--- src/hdl/dccpc_config_regs.svh ---
// Register offsets, field positions and reset values of the clock and power configuration bank
`ifndef DCCPC_CONFIG_REGS_SVH
`define DCCPC_CONFIG_REGS_SVH

`define DCCPC_AW              12
`define DCCPC_DW              8

`define DCCPC_ADDR_SYNC       12'h084
`define DCCPC_ADDR_TRIM       12'h085
`define DCCPC_ADDR_SWING      12'h08D
`define DCCPC_ADDR_DRV        12'h08F
`define DCCPC_ADDR_CONV       12'h090
`define DCCPC_ADDR_ACLK       12'h091
`define DCCPC_ADDR_PLL        12'h094

`define DCCPC_SYNC_COUPLE_BIT 6
`define DCCPC_SYNC_PD_BIT     0
`define DCCPC_TRIM_HIGH_MSB   6
`define DCCPC_TRIM_HIGH_LSB   4
`define DCCPC_TRIM_ONE_BIT    1
`define DCCPC_TRIM_ZERO_BIT   0
`define DCCPC_SWING_MSB       4
`define DCCPC_DRV_PD_BIT      0
`define DCCPC_CONV_MSB        1
`define DCCPC_ACLK_PD_BIT     0
`define DCCPC_PLL_DIV3_BIT    1
`define DCCPC_PLL_DIV2_BIT    0

`define DCCPC_RST_BIT_LOW     1'h0
`define DCCPC_RST_BIT_HIGH    1'h1
`define DCCPC_RST_TRIM_HIGH   3'h1
`define DCCPC_RST_SWING       5'h00
`define DCCPC_RST_CONV        2'h3
`define DCCPC_RD_IDLE         8'h00

`define DCCPC_SWING_NEG_FIRST 5'h0A
`define DCCPC_SWING_LAST      5'h13

`endif

--- src/hdl/dccpc_pkg.sv ---
// Types shared by the clock and power configuration bank
package dccpc_pkg;

  typedef enum logic [2:0] {
    REG_NONE, REG_SYNC, REG_TRIM, REG_SWING, REG_DRV, REG_CONV, REG_ACLK, REG_PLL
  } dccpc_reg_t;

  typedef struct packed {
    logic       syncRefCouplingSelect;
    logic       syncRefReceiverPowerDown;
    logic [2:0] trimStartFieldHigh;
    logic       trimStartBitOne;
    logic       trimStartBitZero;
    logic [4:0] obsClockSwingCode;
    logic       obsClockDriverPowerDown;
    logic [1:0] converterPowerDown;
    logic       analogClockRxOff;
    logic       pllDivideByThreeEnable;
    logic       pllDivideByTwoEnable;
  } dccpc_ctrl_t;

  typedef struct packed {
    logic obsClockInverted;
    logic swingCodeInRange;
    logic trimSequenceDone;
    logic pllDivideConflict;
  } dccpc_stat_t;

endpackage : dccpc_pkg

--- src/hdl/dccpc_config_regs.sv ---
// Clock and power configuration register bank of the dual converter
//
// The address-and-strobe port was decided locally.
`timescale 1ns/1ns
`include "dccpc_config_regs.svh"

// Function
// - Sync-reference bit 6 selects AC (0) or DC (1) coupling, read/write.
// - Sync-reference bit 0 resets to 0; writing 1 powers the receiver down.
// - Five-bit swing code resets to 0; codes 10 to 19 invert the clock.
// - Driver control bit 0 resets to 0; 1 powers the clock driver down.
// - Converter bit 1 powers the second converter down; resets to 1.
// - Converter bit 0 powers the first converter down; resets to 1.
// - Analog clock receiver power-down bit resets to 1.
// - PLL divider bit 1 resets to 0; 1 enables divide by three.
// - PLL divider bit 0 resets to 0; 1 halves the converter clock.
module dccpc_config_regs (
  // Clock and reset
  input  wire logic                  clock,
  input  wire logic                  rst,
  // Register port
  input  wire logic [`DCCPC_AW-1:0]  regAddr,
  input  wire logic [`DCCPC_DW-1:0]  regWrData,
  input  wire logic                  regWrite,
  input  wire logic                  regRead,
  output logic      [`DCCPC_DW-1:0]  regRdData,
  // Controls to the analog circuits
  output dccpc_pkg::dccpc_ctrl_t     ctrl,
  // Derived status
  output dccpc_pkg::dccpc_stat_t     stat
);

  function automatic dccpc_pkg::dccpc_reg_t decodeAddr(input logic [`DCCPC_AW-1:0] a);
    case (a)
      `DCCPC_ADDR_SYNC:  decodeAddr = dccpc_pkg::REG_SYNC;
      `DCCPC_ADDR_TRIM:  decodeAddr = dccpc_pkg::REG_TRIM;
      `DCCPC_ADDR_SWING: decodeAddr = dccpc_pkg::REG_SWING;
      `DCCPC_ADDR_DRV:   decodeAddr = dccpc_pkg::REG_DRV;
      `DCCPC_ADDR_CONV:  decodeAddr = dccpc_pkg::REG_CONV;
      `DCCPC_ADDR_ACLK:  decodeAddr = dccpc_pkg::REG_ACLK;
      `DCCPC_ADDR_PLL:   decodeAddr = dccpc_pkg::REG_PLL;
      default:           decodeAddr = dccpc_pkg::REG_NONE;
    endcase
  endfunction : decodeAddr

  // Negative swing range inverts the observation clock
  function automatic logic swingNegative(input logic [4:0] code);
    swingNegative = (code >= `DCCPC_SWING_NEG_FIRST) && (code <= `DCCPC_SWING_LAST);
  endfunction : swingNegative

  dccpc_pkg::dccpc_reg_t   wrSel;
  dccpc_pkg::dccpc_reg_t   rdSel;
  logic [`DCCPC_DW-1:0]    readMux;

  logic                    syncCouple_q;
  logic                    syncPd_q;
  logic [2:0]              trimHigh_q;
  logic                    trimOne_q;
  logic                    trimZero_q;
  logic [4:0]              swing_q;
  logic                    drvPd_q;
  logic [1:0]              convPd_q;
  logic                    aclkPd_q;
  logic                    div3_q;
  logic                    div2_q;
  logic                    invert_q;
  logic                    inRange_q;
  logic                    trimDone_q;
  logic                    divConflict_q;
  logic [`DCCPC_DW-1:0]    rdData_q;

  assign wrSel = regWrite ? decodeAddr(regAddr) : dccpc_pkg::REG_NONE;
  assign rdSel = decodeAddr(regAddr);

  // Sync-reference receiver
  always_ff @(posedge clock or posedge rst) begin
    if (rst) begin
      syncCouple_q <= `DCCPC_RST_BIT_LOW;
      syncPd_q     <= `DCCPC_RST_BIT_LOW;
    end else if (wrSel == dccpc_pkg::REG_SYNC) begin
      syncCouple_q <= regWrData[`DCCPC_SYNC_COUPLE_BIT];
      syncPd_q     <= regWrData[`DCCPC_SYNC_PD_BIT];
    end
  end

  // Start-up trim sequencing; software drives the order, hardware only stores
  always_ff @(posedge clock or posedge rst) begin
    if (rst) begin
      trimHigh_q <= `DCCPC_RST_TRIM_HIGH;
      trimOne_q  <= `DCCPC_RST_BIT_HIGH;
      trimZero_q <= `DCCPC_RST_BIT_HIGH;
    end else if (wrSel == dccpc_pkg::REG_TRIM) begin
      trimHigh_q <= regWrData[`DCCPC_TRIM_HIGH_MSB:`DCCPC_TRIM_HIGH_LSB];
      trimOne_q  <= regWrData[`DCCPC_TRIM_ONE_BIT];
      trimZero_q <= regWrData[`DCCPC_TRIM_ZERO_BIT];
    end
  end

  // Observation clock swing and its derived flags, updated together
  always_ff @(posedge clock or posedge rst) begin
    if (rst) begin
      swing_q   <= `DCCPC_RST_SWING;
      invert_q  <= `DCCPC_RST_BIT_LOW;
      inRange_q <= `DCCPC_RST_BIT_HIGH;
    end else if (wrSel == dccpc_pkg::REG_SWING) begin
      swing_q   <= regWrData[`DCCPC_SWING_MSB:0];
      invert_q  <= swingNegative(regWrData[`DCCPC_SWING_MSB:0]);
      inRange_q <= regWrData[`DCCPC_SWING_MSB:0] <= `DCCPC_SWING_LAST;
    end
  end

  // Observation clock driver
  always_ff @(posedge clock or posedge rst) begin
    if (rst) begin
      drvPd_q <= `DCCPC_RST_BIT_LOW;
    end else if (wrSel == dccpc_pkg::REG_DRV) begin
      drvPd_q <= regWrData[`DCCPC_DRV_PD_BIT];
    end
  end

  // Converter power-down, one bit per converter; both start off
  generate
    for (genvar i = 0; i <= `DCCPC_CONV_MSB; i++) begin : gConv
      always_ff @(posedge clock or posedge rst) begin
        if (rst) begin
          convPd_q[i] <= `DCCPC_RST_BIT_HIGH;
        end else if (wrSel == dccpc_pkg::REG_CONV) begin
          convPd_q[i] <= regWrData[i];
        end
      end
    end
  endgenerate

  // Analog clock receiver
  always_ff @(posedge clock or posedge rst) begin
    if (rst) begin
      aclkPd_q <= `DCCPC_RST_BIT_HIGH;
    end else if (wrSel == dccpc_pkg::REG_ACLK) begin
      aclkPd_q <= regWrData[`DCCPC_ACLK_PD_BIT];
    end
  end

  // PLL output divider; both selects set at once is flagged, not blocked
  always_ff @(posedge clock or posedge rst) begin
    if (rst) begin
      div3_q        <= `DCCPC_RST_BIT_LOW;
      div2_q        <= `DCCPC_RST_BIT_LOW;
      divConflict_q <= `DCCPC_RST_BIT_LOW;
    end else if (wrSel == dccpc_pkg::REG_PLL) begin
      div3_q        <= regWrData[`DCCPC_PLL_DIV3_BIT];
      div2_q        <= regWrData[`DCCPC_PLL_DIV2_BIT];
      divConflict_q <= regWrData[`DCCPC_PLL_DIV3_BIT] & regWrData[`DCCPC_PLL_DIV2_BIT];
    end
  end

  // Trim sequence complete once all fields hold their run values
  always_ff @(posedge clock or posedge rst) begin
    if (rst) begin
      trimDone_q <= `DCCPC_RST_BIT_LOW;
    end else if (wrSel == dccpc_pkg::REG_TRIM) begin
      trimDone_q <= (regWrData[`DCCPC_TRIM_HIGH_MSB:`DCCPC_TRIM_HIGH_LSB] == 3'h0)
                    & ~regWrData[`DCCPC_TRIM_ONE_BIT]
                    & regWrData[`DCCPC_TRIM_ZERO_BIT];
    end
  end

  // Read mux; reserved positions are never stored, so they read zero
  always_comb begin
    readMux = `DCCPC_RD_IDLE;
    case (rdSel)
      dccpc_pkg::REG_SYNC: begin
        readMux[`DCCPC_SYNC_COUPLE_BIT] = syncCouple_q;
        readMux[`DCCPC_SYNC_PD_BIT]     = syncPd_q;
      end
      dccpc_pkg::REG_TRIM: begin
        readMux[`DCCPC_TRIM_HIGH_MSB:`DCCPC_TRIM_HIGH_LSB] = trimHigh_q;
        readMux[`DCCPC_TRIM_ONE_BIT]  = trimOne_q;
        readMux[`DCCPC_TRIM_ZERO_BIT] = trimZero_q;
      end
      dccpc_pkg::REG_SWING: readMux[`DCCPC_SWING_MSB:0]    = swing_q;
      dccpc_pkg::REG_DRV:   readMux[`DCCPC_DRV_PD_BIT]     = drvPd_q;
      dccpc_pkg::REG_CONV:  readMux[`DCCPC_CONV_MSB:0]     = convPd_q;
      dccpc_pkg::REG_ACLK:  readMux[`DCCPC_ACLK_PD_BIT]    = aclkPd_q;
      dccpc_pkg::REG_PLL: begin
        readMux[`DCCPC_PLL_DIV3_BIT] = div3_q;
        readMux[`DCCPC_PLL_DIV2_BIT] = div2_q;
      end
      default: readMux = `DCCPC_RD_IDLE;
    endcase
  end

  // Read data valid only in the cycle after the strobe
  always_ff @(posedge clock or posedge rst) begin
    if (rst) begin
      rdData_q <= `DCCPC_RD_IDLE;
    end else begin
      rdData_q <= regRead ? readMux : `DCCPC_RD_IDLE;
    end
  end

  assign regRdData = rdData_q;

  assign ctrl.syncRefCouplingSelect    = syncCouple_q;
  assign ctrl.syncRefReceiverPowerDown = syncPd_q;
  assign ctrl.trimStartFieldHigh       = trimHigh_q;
  assign ctrl.trimStartBitOne          = trimOne_q;
  assign ctrl.trimStartBitZero         = trimZero_q;
  assign ctrl.obsClockSwingCode        = swing_q;
  assign ctrl.obsClockDriverPowerDown  = drvPd_q;
  assign ctrl.converterPowerDown       = convPd_q;
  assign ctrl.analogClockRxOff         = aclkPd_q;
  assign ctrl.pllDivideByThreeEnable   = div3_q;
  assign ctrl.pllDivideByTwoEnable     = div2_q;

  assign stat.obsClockInverted  = invert_q;
  assign stat.swingCodeInRange  = inRange_q;
  assign stat.trimSequenceDone  = trimDone_q;
  assign stat.pllDivideConflict = divConflict_q;

  sync_write_a: assert property (@(posedge clock) disable iff (rst)
    regWrite && regAddr == `DCCPC_ADDR_SYNC |=>
      syncCouple_q == $past(regWrData[6]) && syncPd_q == $past(regWrData[0]))
    else $error("sync-reference bits not stored");

  trim_write_a: assert property (@(posedge clock) disable iff (rst)
    regWrite && regAddr == `DCCPC_ADDR_TRIM |=>
      {trimHigh_q, trimOne_q, trimZero_q} == {$past(regWrData[6:4]), $past(regWrData[1:0])})
    else $error("trim fields not stored");

  swing_invert_a: assert property (@(posedge clock) disable iff (rst)
    invert_q == (swing_q >= `DCCPC_SWING_NEG_FIRST && swing_q <= `DCCPC_SWING_LAST))
    else $error("clock inversion disagrees with swing code");

  drv_read_a: assert property (@(posedge clock) disable iff (rst)
    regRead && regAddr == `DCCPC_ADDR_DRV |=> regRdData == {7'h00, drvPd_q})
    else $error("driver register read wrong");

  conv_read_a: assert property (@(posedge clock) disable iff (rst)
    regRead && regAddr == `DCCPC_ADDR_CONV |=>
      regRdData == {6'h00, $past(convPd_q)})
    else $error("converter power-down read wrong");

  aclk_hold_a: assert property (@(posedge clock) disable iff (rst)
    !(regWrite && regAddr == `DCCPC_ADDR_ACLK) |=> $stable(aclkPd_q))
    else $error("analog clock bit changed without a write");

  pll_write_a: assert property (@(posedge clock) disable iff (rst)
    regWrite && regAddr == `DCCPC_ADDR_PLL |=>
      {div3_q, div2_q} == $past(regWrData[1:0]) && divConflict_q == (div3_q & div2_q))
    else $error("divider selects not stored");

  reserved_zero_a: assert property (@(posedge clock) disable iff (rst)
    regRead && regAddr == `DCCPC_ADDR_SYNC |=> regRdData[7] == 1'b0 && regRdData[5:1] == 5'h00)
    else $error("reserved bits read nonzero");

  read_idle_a: assert property (@(posedge clock) disable iff (rst)
    !regRead |=> regRdData == 8'h00)
    else $error("read data outside the answer cycle");

  sync_hold_a: assert property (@(posedge clock) disable iff (rst)
    !(regWrite && regAddr == `DCCPC_ADDR_SYNC) |=>
      $stable(syncCouple_q) && $stable(syncPd_q))
    else $error("sync-reference bits changed without a write");

  sync_read_a: assert property (@(posedge clock) disable iff (rst)
    regRead && regAddr == `DCCPC_ADDR_SYNC |=>
      regRdData == {1'h0, $past(syncCouple_q), 5'h00, $past(syncPd_q)})
    else $error("sync-reference register read wrong");

  trim_hold_a: assert property (@(posedge clock) disable iff (rst)
    !(regWrite && regAddr == `DCCPC_ADDR_TRIM) |=>
      $stable({trimHigh_q, trimOne_q, trimZero_q}))
    else $error("trim fields changed without a write");

  trim_read_a: assert property (@(posedge clock) disable iff (rst)
    regRead && regAddr == `DCCPC_ADDR_TRIM |=>
      regRdData == {1'h0, $past(trimHigh_q), 2'h0, $past(trimOne_q), $past(trimZero_q)})
    else $error("trim register read wrong");

  swing_write_a: assert property (@(posedge clock) disable iff (rst)
    regWrite && regAddr == `DCCPC_ADDR_SWING |=>
      swing_q == $past(regWrData[`DCCPC_SWING_MSB:0]))
    else $error("swing code not stored");

  swing_hold_a: assert property (@(posedge clock) disable iff (rst)
    !(regWrite && regAddr == `DCCPC_ADDR_SWING) |=>
      $stable(swing_q))
    else $error("swing code changed without a write");

  swing_read_a: assert property (@(posedge clock) disable iff (rst)
    regRead && regAddr == `DCCPC_ADDR_SWING |=>
      regRdData == {3'h0, $past(swing_q)})
    else $error("swing register read wrong");

  swing_range_a: assert property (@(posedge clock) disable iff (rst)
    inRange_q == (swing_q <= `DCCPC_SWING_LAST))
    else $error("swing range flag disagrees with swing code");

  drv_write_a: assert property (@(posedge clock) disable iff (rst)
    regWrite && regAddr == `DCCPC_ADDR_DRV |=>
      drvPd_q == $past(regWrData[`DCCPC_DRV_PD_BIT]))
    else $error("driver power-down not stored");

  drv_hold_a: assert property (@(posedge clock) disable iff (rst)
    !(regWrite && regAddr == `DCCPC_ADDR_DRV) |=>
      $stable(drvPd_q))
    else $error("driver power-down changed without a write");

  conv_write_a: assert property (@(posedge clock) disable iff (rst)
    regWrite && regAddr == `DCCPC_ADDR_CONV |=>
      convPd_q == $past(regWrData[`DCCPC_CONV_MSB:0]))
    else $error("converter power-down not stored");

  conv_hold_a: assert property (@(posedge clock) disable iff (rst)
    !(regWrite && regAddr == `DCCPC_ADDR_CONV) |=>
      $stable(convPd_q))
    else $error("converter power-down changed without a write");

  aclk_write_a: assert property (@(posedge clock) disable iff (rst)
    regWrite && regAddr == `DCCPC_ADDR_ACLK |=>
      aclkPd_q == $past(regWrData[`DCCPC_ACLK_PD_BIT]))
    else $error("analog clock bit not stored");

  aclk_read_a: assert property (@(posedge clock) disable iff (rst)
    regRead && regAddr == `DCCPC_ADDR_ACLK |=>
      regRdData == {7'h00, $past(aclkPd_q)})
    else $error("analog clock register read wrong");

  pll_hold_a: assert property (@(posedge clock) disable iff (rst)
    !(regWrite && regAddr == `DCCPC_ADDR_PLL) |=>
      $stable({div3_q, div2_q}))
    else $error("divider selects changed without a write");

  pll_read_a: assert property (@(posedge clock) disable iff (rst)
    regRead && regAddr == `DCCPC_ADDR_PLL |=>
      regRdData == {6'h00, $past(div3_q), $past(div2_q)})
    else $error("divider register read wrong");

  pll_conflict_a: assert property (@(posedge clock) disable iff (rst)
    divConflict_q == (div3_q && div2_q))
    else $error("divider conflict flag disagrees with selects");

  hole_read_a: assert property (@(posedge clock) disable iff (rst)
    regRead && !(regAddr inside {`DCCPC_ADDR_SYNC, `DCCPC_ADDR_TRIM, `DCCPC_ADDR_SWING,
      `DCCPC_ADDR_DRV, `DCCPC_ADDR_CONV, `DCCPC_ADDR_ACLK, `DCCPC_ADDR_PLL}) |=>
      regRdData == `DCCPC_RD_IDLE)
    else $error("unmapped address read nonzero");

endmodule : dccpc_config_regs

--- config.mk ---
export PLATFORM = sky130hd
export DESIGN_NAME = dccpc_config_regs
export DESIGN_NICKNAME = d
export VERILOG_FILES = /design/src/hdl/dccpc_pkg.sv /design/src/hdl/dccpc_config_regs.sv
export VERILOG_INCLUDE_DIRS = /design/src /design/src/hdl
export SDC_FILE = /design/constraint.sdc
export NUM_CORES = 1
export LEC_CHECK = 0
export BUFFER_PORTS_ARGS = -buffer_cell sky130_fd_sc_hd__buf_4
export CORE_MARGIN = 3
export CORE_UTILIZATION = 35
export CTS_BUF_LIST = sky130_fd_sc_hd__clkbuf_4 sky130_fd_sc_hd__clkbuf_8
export DETAILED_ROUTE_END_ITERATION = 8
export SETUP_SLACK_MARGIN = 0.02
export SYNTH_ARGS = -nofsm -noshare
export SYNTH_HDL_FRONTEND = slang
export SYNTH_SLANG_ARGS = --single-unit
export TNS_END_PERCENT = 50
--- constraint.sdc ---
create_clock -name clock -period 2.6 [get_ports clock]
set_input_delay 0.13 -clock clock [delete_from_list [all_inputs] [get_ports clock]]
set_output_delay 0.13 -clock clock [all_outputs]
set_load 0.005 [all_outputs]
==> results.txt, run 1 <==
The number of cells produced by synthesis came out at 150. The layout has 446 filler cells. Counting instances in the post-synthesis netlist gives the leading cell types as 22 x sky130_fd_sc_hd__dfrtp_1, 14 x sky130_fd_sc_hd__nor2_1, 13 x sky130_fd_sc_hd__buf_4.

Setup repair after global routing left no endpoint under its margin. In this run the static leakage power is 0.000963 µW. Clock tree synthesis inserted a total of 5 buffers. Summed over its instances, the top area cell type makes up 34.2% of the synthesized netlist area. In this run the horizontal extent of the chip is 73.9 µm. Headroom to the max-slew limit came out at 29.5%. Of all flip-flops after synthesis, the portion carrying an async set or reset was 100%.

In this run the power density over the cells is 456 nW/µm². The max-slew violation count is 0. The clock latency on the worst-skew pair came out at 270 ps. The peak fanout along the critical path came out at 12.

The TritonCTS clock tree is built. The post-detailed-route via-to-cell ratio came out at 5.22. The worst hold path was traced through 3 stages. The number of top-level design ports is 54. The maximum number of pins on one net before global-route repair is 30. The die outline area is 5450 µm². The beginning of the worst register-to-register path is aclkPd_q. The final-report setup violation count came out at 0. The H-tree depth reported by CTS came out at 2. The endpoint of the worst-slack reg-to-reg timing path is regRdData[0]. The total setup buffers inserted after CTS came out at 0. The run finished with clean final reports.

STA classifies the critical path endpoint as a register. The clock sink count is 29. In the global route stage, overall resource usage came out at 14.6%. The max-cap violation count is 0. Once detail routing completed, the nets flagged for antenna violations numbered 0.

The number of flops mapped to enable cells by yosys is 0. Once the floorplan was initialized, standard cells occupied 36.5% of the core. The floorplan row count came out at 24. By startpoint and endpoint, the worst setup path is classified as primary input to register.

The worst hold path belongs to the class primary input to register. The portion of the post-synthesis area used by sequential elements is 45.6%. The most common cell in the synthesized netlist is sky130_fd_sc_hd__dfrtp_1.

The synthesized area came out at 1610 µm². The placeable core region is 4410 µm². The origin of the worst setup path is regAddr[4].

The post-route total power is 919 µW. The routability-driven placement congestion ratio came out at 0.846. The number of hold buffers added after CTS was 0. The y dimension of the die came out at 73.9 µm.

Port buffering added 51 buffers. After synthesis, the cell types taking the most area are sky130_fd_sc_hd__dfrtp_1 34%, sky130_fd_sc_hd__dfstp_2 11%, sky130_fd_sc_hd__mux2_2 6.3%. The largest total area in the synthesized netlist belongs to sky130_fd_sc_hd__dfrtp_1. The net count of the finished layout came out at 215. STA classifies the critical path startpoint as a primary input. Clock tree synthesis selected as its root buffer the cell sky130_fd_sc_hd__clkbuf_8.

The via count of the first global-routing pass came out at 1,277. Across all layers, the routed design uses 1,273 vias. The signed area change from the synthesized netlist to the final layout came out at 25.1%. The final HPWL from detailed placement came out at 2810 µm. The setup check on the worst reg-to-reg path leaves a slack of 1460 ps. In the synthesized netlist the dominant register cell turns out to be sky130_fd_sc_hd__dfrtp_1. Counting along the longest clock path gives a buffer depth of 2. The cell count of the worst reg-to-reg path is 3. The count of cell types in the netlist is 43. The hold violation total from the final report is 0. The largest clock skew in the final design is 2.95 ps. For this run, design rule violations remaining after detail routing come to 0. The startpoint identified for the worst hold timing path is regWrData[2]. The post-synthesis net count came out at 174. The average cell area after synthesis is 10.7 µm². The worst-case IR drop observed on VDD is 0.281 mV. The number of DRC markers in iteration 0 came out at 59. In the final routed layout, each cell accounts on average for 15.3 µm. The overall routed net length is 3720 µm. The fraction of layout instances using a drive strength above 1 is 47.4%.

The worst hold path terminates at swing_q[2]. The data required time at the worst endpoint came out at 2750 ps. The share of the clock period used by the worst path after layout is 61.1%. The length of the first detailed-routing pass in iterations is 4. The number of synthesized register bits came out at 29. Adding up every negative setup slack in the final design gives 0 ps.

The slew at the pin closest to its max-slew limit is 1060 ps. The number of instances resized during post-cts repair is 0. The yosys synthesis warning count came out at 0. The number of diodes added for antenna fixing is 0. The clock period could shrink to 1590 ps. The global route total overflow came out at 0.

After clock tree synthesis, the clock-pin slew on the worst setup and hold paths is 60 ps. Data on the critical path arrives at its endpoint at 1740 ps. The wire length of the first global-routing pass came out at 6010 µm. The number of antenna violations at the first check in global routing came out at 0.

Timing would allow up to 0.629 GHz.
-- critical path, stage by stage --
cell and delay [ps]:
sky130_fd_sc_hd__buf_4 160, sky130_fd_sc_hd__nor3b_2 270, sky130_fd_sc_hd__a21oi_1 140, sky130_fd_sc_hd__nor4b_4 480, sky130_fd_sc_hd__nand3_4 210, sky130_fd_sc_hd__mux2_4 350
-- cell usage in the layout, fill, tap and decap left out, types with 2 or more instances in the layout --
cell and count:
sky130_fd_sc_hd__clkbuf_4 3, sky130_fd_sc_hd__dfrtp_1 22, sky130_fd_sc_hd__mux2_2 9, sky130_fd_sc_hd__buf_4 52, sky130_fd_sc_hd__and3_1 2, sky130_fd_sc_hd__nor2_1 14
sky130_fd_sc_hd__dfstp_2 7, sky130_fd_sc_hd__nand2b_1 2, sky130_fd_sc_hd__nand3_1 8, sky130_fd_sc_hd__mux2_4 6, sky130_fd_sc_hd__nor3b_2 2, sky130_fd_sc_hd__mux2i_1 3
sky130_fd_sc_hd__inv_1 6, sky130_fd_sc_hd__o21a_1 2, sky130_fd_sc_hd__clkbuf_8 5, sky130_fd_sc_hd__nand2_1 10, sky130_fd_sc_hd__a31oi_1 2, sky130_fd_sc_hd__a21boi_0 2
sky130_fd_sc_hd__o21ai_0 6, sky130_fd_sc_hd__nor4_1 2, sky130_fd_sc_hd__a21oi_1 7
-- registers in the layout, indices dropped and copies added, names as in the netlist, 2 cells and up --
signal and count:
ctrl 2, regRdData 7, swing_q 5, trimHigh_q 3
-- worst max path at each step --
stage                         end  slack (ps)  cells past startpoint
finish              trimHigh_q[1]        1010                      6
global route             aclkPd_q         940                      6
CTS                 trimHigh_q[2]        1020                      6
detailed placement  trimHigh_q[2]         730                      6
global placement       trimDone_q         760                      6
floorplan                aclkPd_q         970                      6
-- final cells by class --
cell class	count	area (µm²)	area share (%)
Clock buffer	8	91.3	4.53
Multi-Input combinational cell	97	712	35.3
Sequential cell	29	734	36.4
Tap cell	52	65.1	3.23
Timing Repair Buffer	52	390	19.4
Inverter	6	22.5	1.12
-- metal layers --
metal | GRT usage [%] | vias to the layer above | routed length, µm
li1 | - | 598 | -
met1 | 18.1 | 620 | 1560
met2 | 23.5 | 51 | 1860
met3 | 5.88 | 4 | 282
met4 | 3.62 | 0 | 27
met5 | 0 | - | 0
-- cells by family after synthesis --
logic type | share of synthesized area [%]
AOI/OAI and AO/OA | 8.31
xor gates and xnor gates | 0.544
buffers and inverters | 10.2
DFF | 45.6
muxes | 14.4
other | 0.233
and+or+nand+nor | 20.7
-- report_power, final --
| part | leakage [µW] | switching, µW | total, µW | internal [µW] |
|---|---|---|---|---|
| combinational | 0.000555 | 47.3 | 85.7 | 38.5 |
| sequential | 0.000359 | 1.93 | 457 | 455 |
| clock | 0.0000498 | 155 | 376 | 221 |
-- per-stage QoR --
step                      utilization, %  worst slack (ps)  hold WS (ps)  area, µm²  std cells
after detailed placement            43.6               734           364       1920        236
after CTS                           45.7              1020          81.2       2020        244
final                               45.7              1010          89.9       2020        244
after floorplan                        -               968           203       1610        150
after global placement              43.6               758           356       1920        236
after global routing                45.7               936          95.1       2020        244
No activity file was read; power rests on OpenSTA's default activity.
==> run 2, diff against run 1 <==
==> constraint.sdc (replaced) <==
create_clock -name clock -period 1.55 [get_ports clock]
set_input_delay 0.0775 -clock clock [delete_from_list [all_inputs] [get_ports clock]]
set_output_delay 0.0775 -clock clock [all_outputs]
set_load 0.005 [all_outputs]
==> run 2 against run 1 <==
Count of clock-buffer cells in the layout shrank 1. Combinational power grew 91%. Worst setup slack lost 870 ps. Largest cell class unchanged.
==> results.txt, run 2 (synthesis results as in run 1) <==
The flow ran to the end, and the final reports show no timing, DRC or antenna violations. The net switching power is 358 µW (+75%). The minimum setup slack in the final design came out at 141 ps (-870 ps). The critical path in this run is classified as primary input to register. The combinational group share of total power came to 10.2% (+0.9 points). The overall fraction of global-route tracks in use is 14.5% (-0.037 points). The root buffer cell is sky130_fd_sc_hd__clkbuf_8. The wire length of the first global-routing pass came out at 6050 µm (+0.70%). TritonCTS built the clock tree. The flip-flop count of the largest register after layout came out at 7 (unchanged). The number of DRC markers in iteration 0 came out at 29 (-51%). The final-report setup violation count came to 0 (unchanged). The max-cap violation count is 0 (unchanged). The clock sink count was 29 (unchanged). The worst supply voltage drop on vdd was 0.425 mV (+51%).

The total setup buffers inserted after CTS is 0 (unchanged). The number of buffers created by CTS is 5 (unchanged). The fraction of layout instances using a drive strength above 1 was 51.0% (+3.6 points). The worst hold margin came out at 39.0 ps (-50.9 ps).

The overall routed net length came out at 3740 µm (+0.38%). The global route total overflow is 0 (unchanged). The cell family contributing the most delay on the critical path is simple AND/OR/NAND/NOR gates. The largest clock skew in the final design was 5.74 ps (+2.78 ps). The number of top-level design ports is 54 (unchanged).

The effective utilization at floorplan came out at 36.5% (unchanged). The number of vias after detailed routing came out at 1,282 (+0.71%). The number of diodes added for antenna fixing came to 0 (unchanged). The sequential share of power is 47.8% (-1.9 points). The net count of the finished layout is 231 (+7.4%). The peak per-stage delay on the critical path is 370 ps (-110 ps).

The post-layout utilization of the core is 49.0% (+3.3 points). The slowest stage of the critical path belongs to the cell sky130_fd_sc_hd__mux2_2. Setup repair after global routing left no endpoint under its margin. In this run the critical register-to-register path is captured at regRdData[1]. The remaining number of nets flagged by the antenna check after routing was 0 (unchanged). The final HPWL from detailed placement came out at 2930 µm (+4.2%). The clock latency on the worst-skew pair is 280 ps (about the same). The upper clock frequency limit is 0.710 GHz. The leakage component of the power came out at 0.00105 µW (+9.1%).

The minimum setup slack among reg-to-reg paths came out at 420 ps (-1040 ps). Dividing the final minimum period by the clock period gives 90.9%. The worst hold path class is primary input to register. The critical path endpoint is div3_q.

The y dimension of the die came out at 73.9 µm (unchanged). The signed area change from the synthesized netlist to the final layout came out at 34.1%. The hold violation total from the final report came out at 0 (unchanged). Walking the worst path, the cells encountered are buf_4, nor4_1, and3_1, buf_4, nand2_1, nor2_1, mux2_2. The final non-filler cell area was 2160 µm² (+7.2%). The number of antenna violations at the first check in global routing was 0 (unchanged).

The peak fanout along the critical path is 4 (-8). The library cells used most frequently in the layout, excluding fill and tap cells, are 66 x sky130_fd_sc_hd__buf_4, 22 x sky130_fd_sc_hd__dfrtp_1, 14 x sky130_fd_sc_hd__nor2_1, 10 x sky130_fd_sc_hd__nand2_1, 9 x sky130_fd_sc_hd__mux2_2. The die outline area came out at 5450 µm² (unchanged). The area after detailed placement came out at 2050 µm² (+6.5%).

The data required time at the worst endpoint came out at 1710 ps (-1040 ps). The number of cells on the worst hold path was 3 (unchanged). The setup slack after placement is -129 ps (-863 ps). The overall die width came out at 73.9 µm (unchanged).

The cell seen most often among critical-path stages is sky130_fd_sc_hd__buf_4. In this run the worst setup path begins at regAddr[9]. The number of buffers on the longest clock path came to 2 (unchanged). The cell internal power dissipation is 1250 µW (+74%). The cell area power density was 742 nW/µm² (+63%). The post-detailed-route via-to-cell ratio is 4.93 (-5.5%). The max-slew violation count came out at 0 (unchanged). The floorplan row count was 24 (unchanged).

The H-tree depth reported by CTS came to 2 (unchanged). The routability-driven placement congestion ratio came out at 0.934 (+10%). STA classifies the critical path endpoint as a register. The switching power as a share of total power was 22.3% (+0.11 points). The detailed-route wire length per cell came out at 14.4 µm (-5.8%).

The length of the first detailed-routing pass in iterations is 4 (unchanged). The clock slew at the register clock pins of the worst setup and hold paths came out at 60 ps (about the same). The cell count of the worst reg-to-reg path came out at 4 (+1). The worst path buffer plus inverter count came out at 2 (+1). The via count of the first global-routing pass was 1,297 (+1.6%). The placeable core region is 4410 µm² (unchanged). The area of the multi-input gates came out at 712 µm² (unchanged). The register area is 734 µm² (unchanged). The number of buffer cells added on primary ports came out at 51 (unchanged). The depth of the critical timing path with buffers and inverters included was 7 (+1). The total of fill cells in the finished design was 409 (-8.3%). The remaining design rule violation count is 0 (unchanged).

The kind of launch point of the worst setup path is a primary input. The worst endpoint data arrival time came to 1570 ps (-170 ps). The final critical-path required period came out at 1410 ps. The beginning of the worst register-to-register path is ctrl[4]. The maximum number of pins on one net before global-route repair came out at 30 (unchanged). Leaving out fill and tap cells, the most frequent cell in the layout is sky130_fd_sc_hd__buf_4. The clock power share is 42.0% (+1.1 points).
-- run 2: cell type report --
type                    instances  share of cell area (%)
inverters                       6                    1.04
multi-input cells              97                    32.9
well taps                      52                    3.01
clock buffers                   7                    4.46
repair buffers                 68                    24.3
flip-flops and latches         29                    34.0
clock inverters                 1                   0.232
-- run 2: worst min-delay path, delay by kind of cell --
kind	cells	cell delay, ps
compound gates	1	70
buf+inv	1	90
simple gates	1	40
-- run 2: repair_timing --
action                    in CTS  in global routing
gates resized for setup        0                  0
hold buffers                   1                  0
hold endpoints to repair      22                  0
-- run 2: worst min path at each step --
stage | end | slack, ps | startpoint
floorplan | div2_q | 150 | rst
global placement | regRdData[5] | 160 | rst
detailed placement | regRdData[5] | 170 | rst
CTS | swing_q[3] | 30 | regWrData[3]
global route | trimHigh_q[1] | 40 | regWrData[5]
finish | swing_q[2] | 40 | regWrData[2]
-- run 2: power by group through the flow --
stage	clock network, µW	logic (µW)	registers, µW
floorplan	0	72.5	779
global placement	0	159	779
detailed placement	0	163	779
CTS	688	166	766
global route	723	181	767
finish	673	164	766
-- run 2: routing by layer --
metal / track usage (%) / wire, µm
met3: 3.97 / 159
met1: 18.9 / 1660
met5: 0 / 0
met4: 4.43 / 40
met2: 23.4 / 1880
-- run 2: per-stage QoR --
stage	std cells	total power [µW]	setup TNS, ps
3_3_place_gp	251	939	-806
2_1_floorplan	150	851	-78.5
4_1_cts	260	1620	0
3_5_place_dp	251	942	-911
6_report	260	1600	0
5_1_grt	260	1670	0
==> run 3, diff against run 2 <==
--- a/config.mk
+++ b/config.mk
@@ -6,7 +6,7 @@
 export SDC_FILE = /design/constraint.sdc
 export NUM_CORES = 1
 export LEC_CHECK = 0
-export BUFFER_PORTS_ARGS = -buffer_cell sky130_fd_sc_hd__buf_4
+export BUFFER_PORTS_ARGS = -buffer_cell sky130_fd_sc_hd__buf_2
 export CORE_MARGIN = 3
 export CORE_UTILIZATION = 35
 export CTS_BUF_LIST = sky130_fd_sc_hd__clkbuf_4 sky130_fd_sc_hd__clkbuf_8
==> run 3 against run 2 <==
Clock skew is 5.0 ps lower. Count of clock-buffer cells in the layout stayed put. Final cell count stayed put. Critical path type unchanged. Hold slack better by 1.8 ps. Largest cell class unchanged. Largest power group unchanged.
==> results.txt, run 3 (synthesis results as in run 1) <==
The routability-driven placement congestion ratio came to 0.792 (-15%). The minimum setup slack in the final design is 210 ps (+69.7 ps). The global route total overflow came out at 0 (unchanged). The detailed-route wire length per cell is 13.5 µm (-6.0%). The H-tree depth reported by CTS came to 2 (unchanged). The effective utilization at floorplan came out at 36.5% (unchanged).

The library cell used most frequently in the layout, excluding fill and tap cells, is sky130_fd_sc_hd__buf_2. The tree is rooted in a sky130_fd_sc_hd__clkbuf_8. The floorplan row count was 24 (unchanged). The share of the clock period used by the worst path after layout was 86.4% (-4.5 points). The number of vias after detailed routing is 1,270 (-0.94%).

The cell area power density came out at 764 nW/µm² (+2.9%). The hold violation total from the final report is 0 (unchanged). The die outline area is 5450 µm² (unchanged). The library cells used most frequently in the layout, excluding fill and tap cells, are 51 x sky130_fd_sc_hd__buf_2, 22 x sky130_fd_sc_hd__dfrtp_1, 17 x sky130_fd_sc_hd__buf_4, 14 x sky130_fd_sc_hd__nor2_1, 10 x sky130_fd_sc_hd__nand2_1.

The clock power share is 40.9% (-1.1 points). The beginning of the worst register-to-register path is ctrl[4]. The cell family contributing the most delay on the critical path is simple AND/OR/NAND/NOR gates. The worst path buffer plus inverter count came out at 1 (-1). The number of buffer cells added on primary ports came out at 51 (unchanged). The length of the first detailed-routing pass in iterations came out at 4 (unchanged). The peak per-stage delay on the critical path is 330 ps (-40 ps). The y dimension of the die is 73.9 µm (unchanged). The critical path goes through buf_2, nor4_2, and3_1, nor4b_4, nand3_4, mux2_4. The post-detailed-route via-to-cell ratio is 4.88 (-0.94%). The net switching power is 348 µW (-2.9%). The via count of the first global-routing pass is 1,258 (-3.0%). The overall routed net length is 3510 µm (-6.0%).

The worst endpoint data arrival time was 1500 ps (-70 ps). TritonCTS built the clock tree. The maximum number of pins on one net before global-route repair came out at 30 (unchanged). The worst supply voltage drop on vdd is 0.495 mV (+17%).

The worst setup path is captured at a register. The remaining design rule violation count is 0 (unchanged). The cell internal power dissipation came out at 1200 µW (-3.9%).

The remaining number of nets flagged by the antenna check after routing was 0 (unchanged). The wire length of the first global-routing pass came to 5750 µm (-4.9%). The signed area change from the synthesized netlist to the final layout is 25.5%. The number of DRC markers in iteration 0 came out at 56 (+93%). The post-route total power came out at 1550 µW (-3.7%). The worst setup path is launched from a primary input.

The clock sink count was 29 (unchanged). The switching power as a share of total power came out at 22.5% (+0.19 points). The clock slew at the register clock pins of the worst setup and hold paths is 60 ps (about the same).

Setup repair after global routing left no endpoint under its margin. The number of cells on the worst hold path is 3 (unchanged). The hold path startpoint is regWrData[2].

The overall die width came out at 73.9 µm (unchanged). The sequential share of power came out at 49.6% (+1.8 points). The flip-flop count of the largest register after layout is 7 (unchanged). The net count of the finished layout came out at 232 (+0.43%).

The clock latency on the worst-skew pair came out at 280 ps (about the same). The number of top-level design ports came out at 54 (unchanged). The fraction of layout instances using a drive strength above 1 is 51.4% (+0.48 points).

The total of fill cells in the finished design is 416 (+1.7%). The tightest min-delay check is of the primary input to register type. The upper clock frequency limit is 0.746 GHz (+5.2%). The leakage component of the power came out at 0.00102 µW (-2.6%). The depth of the critical timing path with buffers and inverters included is 6 (-1). The setup path with the least slack is of type primary input to register. The most critical setup path has its startpoint at regAddr[9]. The placeable core region is 4410 µm² (unchanged). The slowest stage of the critical path is the sky130_fd_sc_hd__nor4b_4 cell. The max-slew violation count was 0 (unchanged). The post-route setup TNS is 0 ps (unchanged). The cell count of the worst reg-to-reg path is 4 (unchanged).

The number of diodes added for antenna fixing came out at 0 (unchanged). The setup slack after placement is -109 ps (+20.1 ps). The largest clock skew in the final design came out at 0.770 ps (-4.97 ps). The final HPWL from detailed placement came to 2750 µm (-6.3%). The combinational group share of total power came to 9.5% (-0.7 points). The number of buffers on the longest clock path came to 2 (unchanged). The overall fraction of global-route tracks in use came out at 14.0% (-0.54 points). The data required time at the worst endpoint is 1710 ps (about the same). The run finished with clean final reports.

The number of antenna violations at the first check in global routing is 0 (unchanged). The final-report setup violation count came out at 0 (unchanged). The final critical-path required period came out at 1340 ps (-69.7 ps).

The peak fanout along the critical path is 6 (+2). The number of buffers created by CTS came out at 5 (unchanged). The max-cap violation count is 0 (unchanged).
-- run 3: per-layer routing --
metal | vias to the layer above | routed length, µm | global-route usage [%]
met4 | 0 | 56 | 5.43
met3 | 8 | 149 | 3.69
met1 | 605 | 1590 | 18.0
met2 | 27 | 1720 | 22.2
li1 | 630 | - | -
met5 | - | 0 | 0
-- run 3: final timing paths --
kind                       slack (ps)           end
min in group asynchronous         410  regRdData[5]
max in group asynchronous         830       ctrl[3]
hold / removal                     40    swing_q[2]
setup / recovery                  210    trimDone_q
hold reg to reg                   510  regRdData[2]
setup reg to reg                  400  regRdData[1]
-- run 3: worst min-delay path: cells and delay by family --
family	cells	cell delay, ps
AO/OA/AOI/OAI	1	60
buffers and inverters	1	100
AND/OR/NAND/NOR	1	40
-- run 3: power groups by stage --
stage                     Clock [µW]  Sequential (µW)  Combinational [µW]
after global routing             682              766                 165
after CTS                        652              766                 148
final                            632              766                 146
after detailed placement           0              779                 146
after floorplan                    0              779                72.5
after global placement             0              779                 145
-- run 3: cell type report --
class	count	area (µm²)	area share (%)
repair buffers	69	393	19.4
multi-input cells	97	718	35.5
well taps	52	65.1	3.22
flip-flops and latches	29	734	36.3
inverters	6	22.5	1.11
clock buffers	7	90.1	4.45
-- run 3: repair_timing --
| action | 4_1_cts | 5_1_grt |
|---|---|---|
| setup buffers | 0 | 0 |
| endpoints found under the hold margin | 22 | 0 |
| hold buffers | 1 | 0 |
| setup endpoints to repair | 0 | 1 |
| resized for setup | 0 | 1 |
-- run 3: through the flow --
stage          hold slack [ps]  utilization (%)  cells  instance area, µm²
5_1_grt                   42.0             45.8    260                2020
6_report                  40.8             45.8    260                2020
2_1_floorplan              150                -    150                1610
3_3_place_gp               160             43.4    252                1920
3_5_place_dp               166             43.4    252                1920
4_1_cts                   34.2             45.7    260                2020
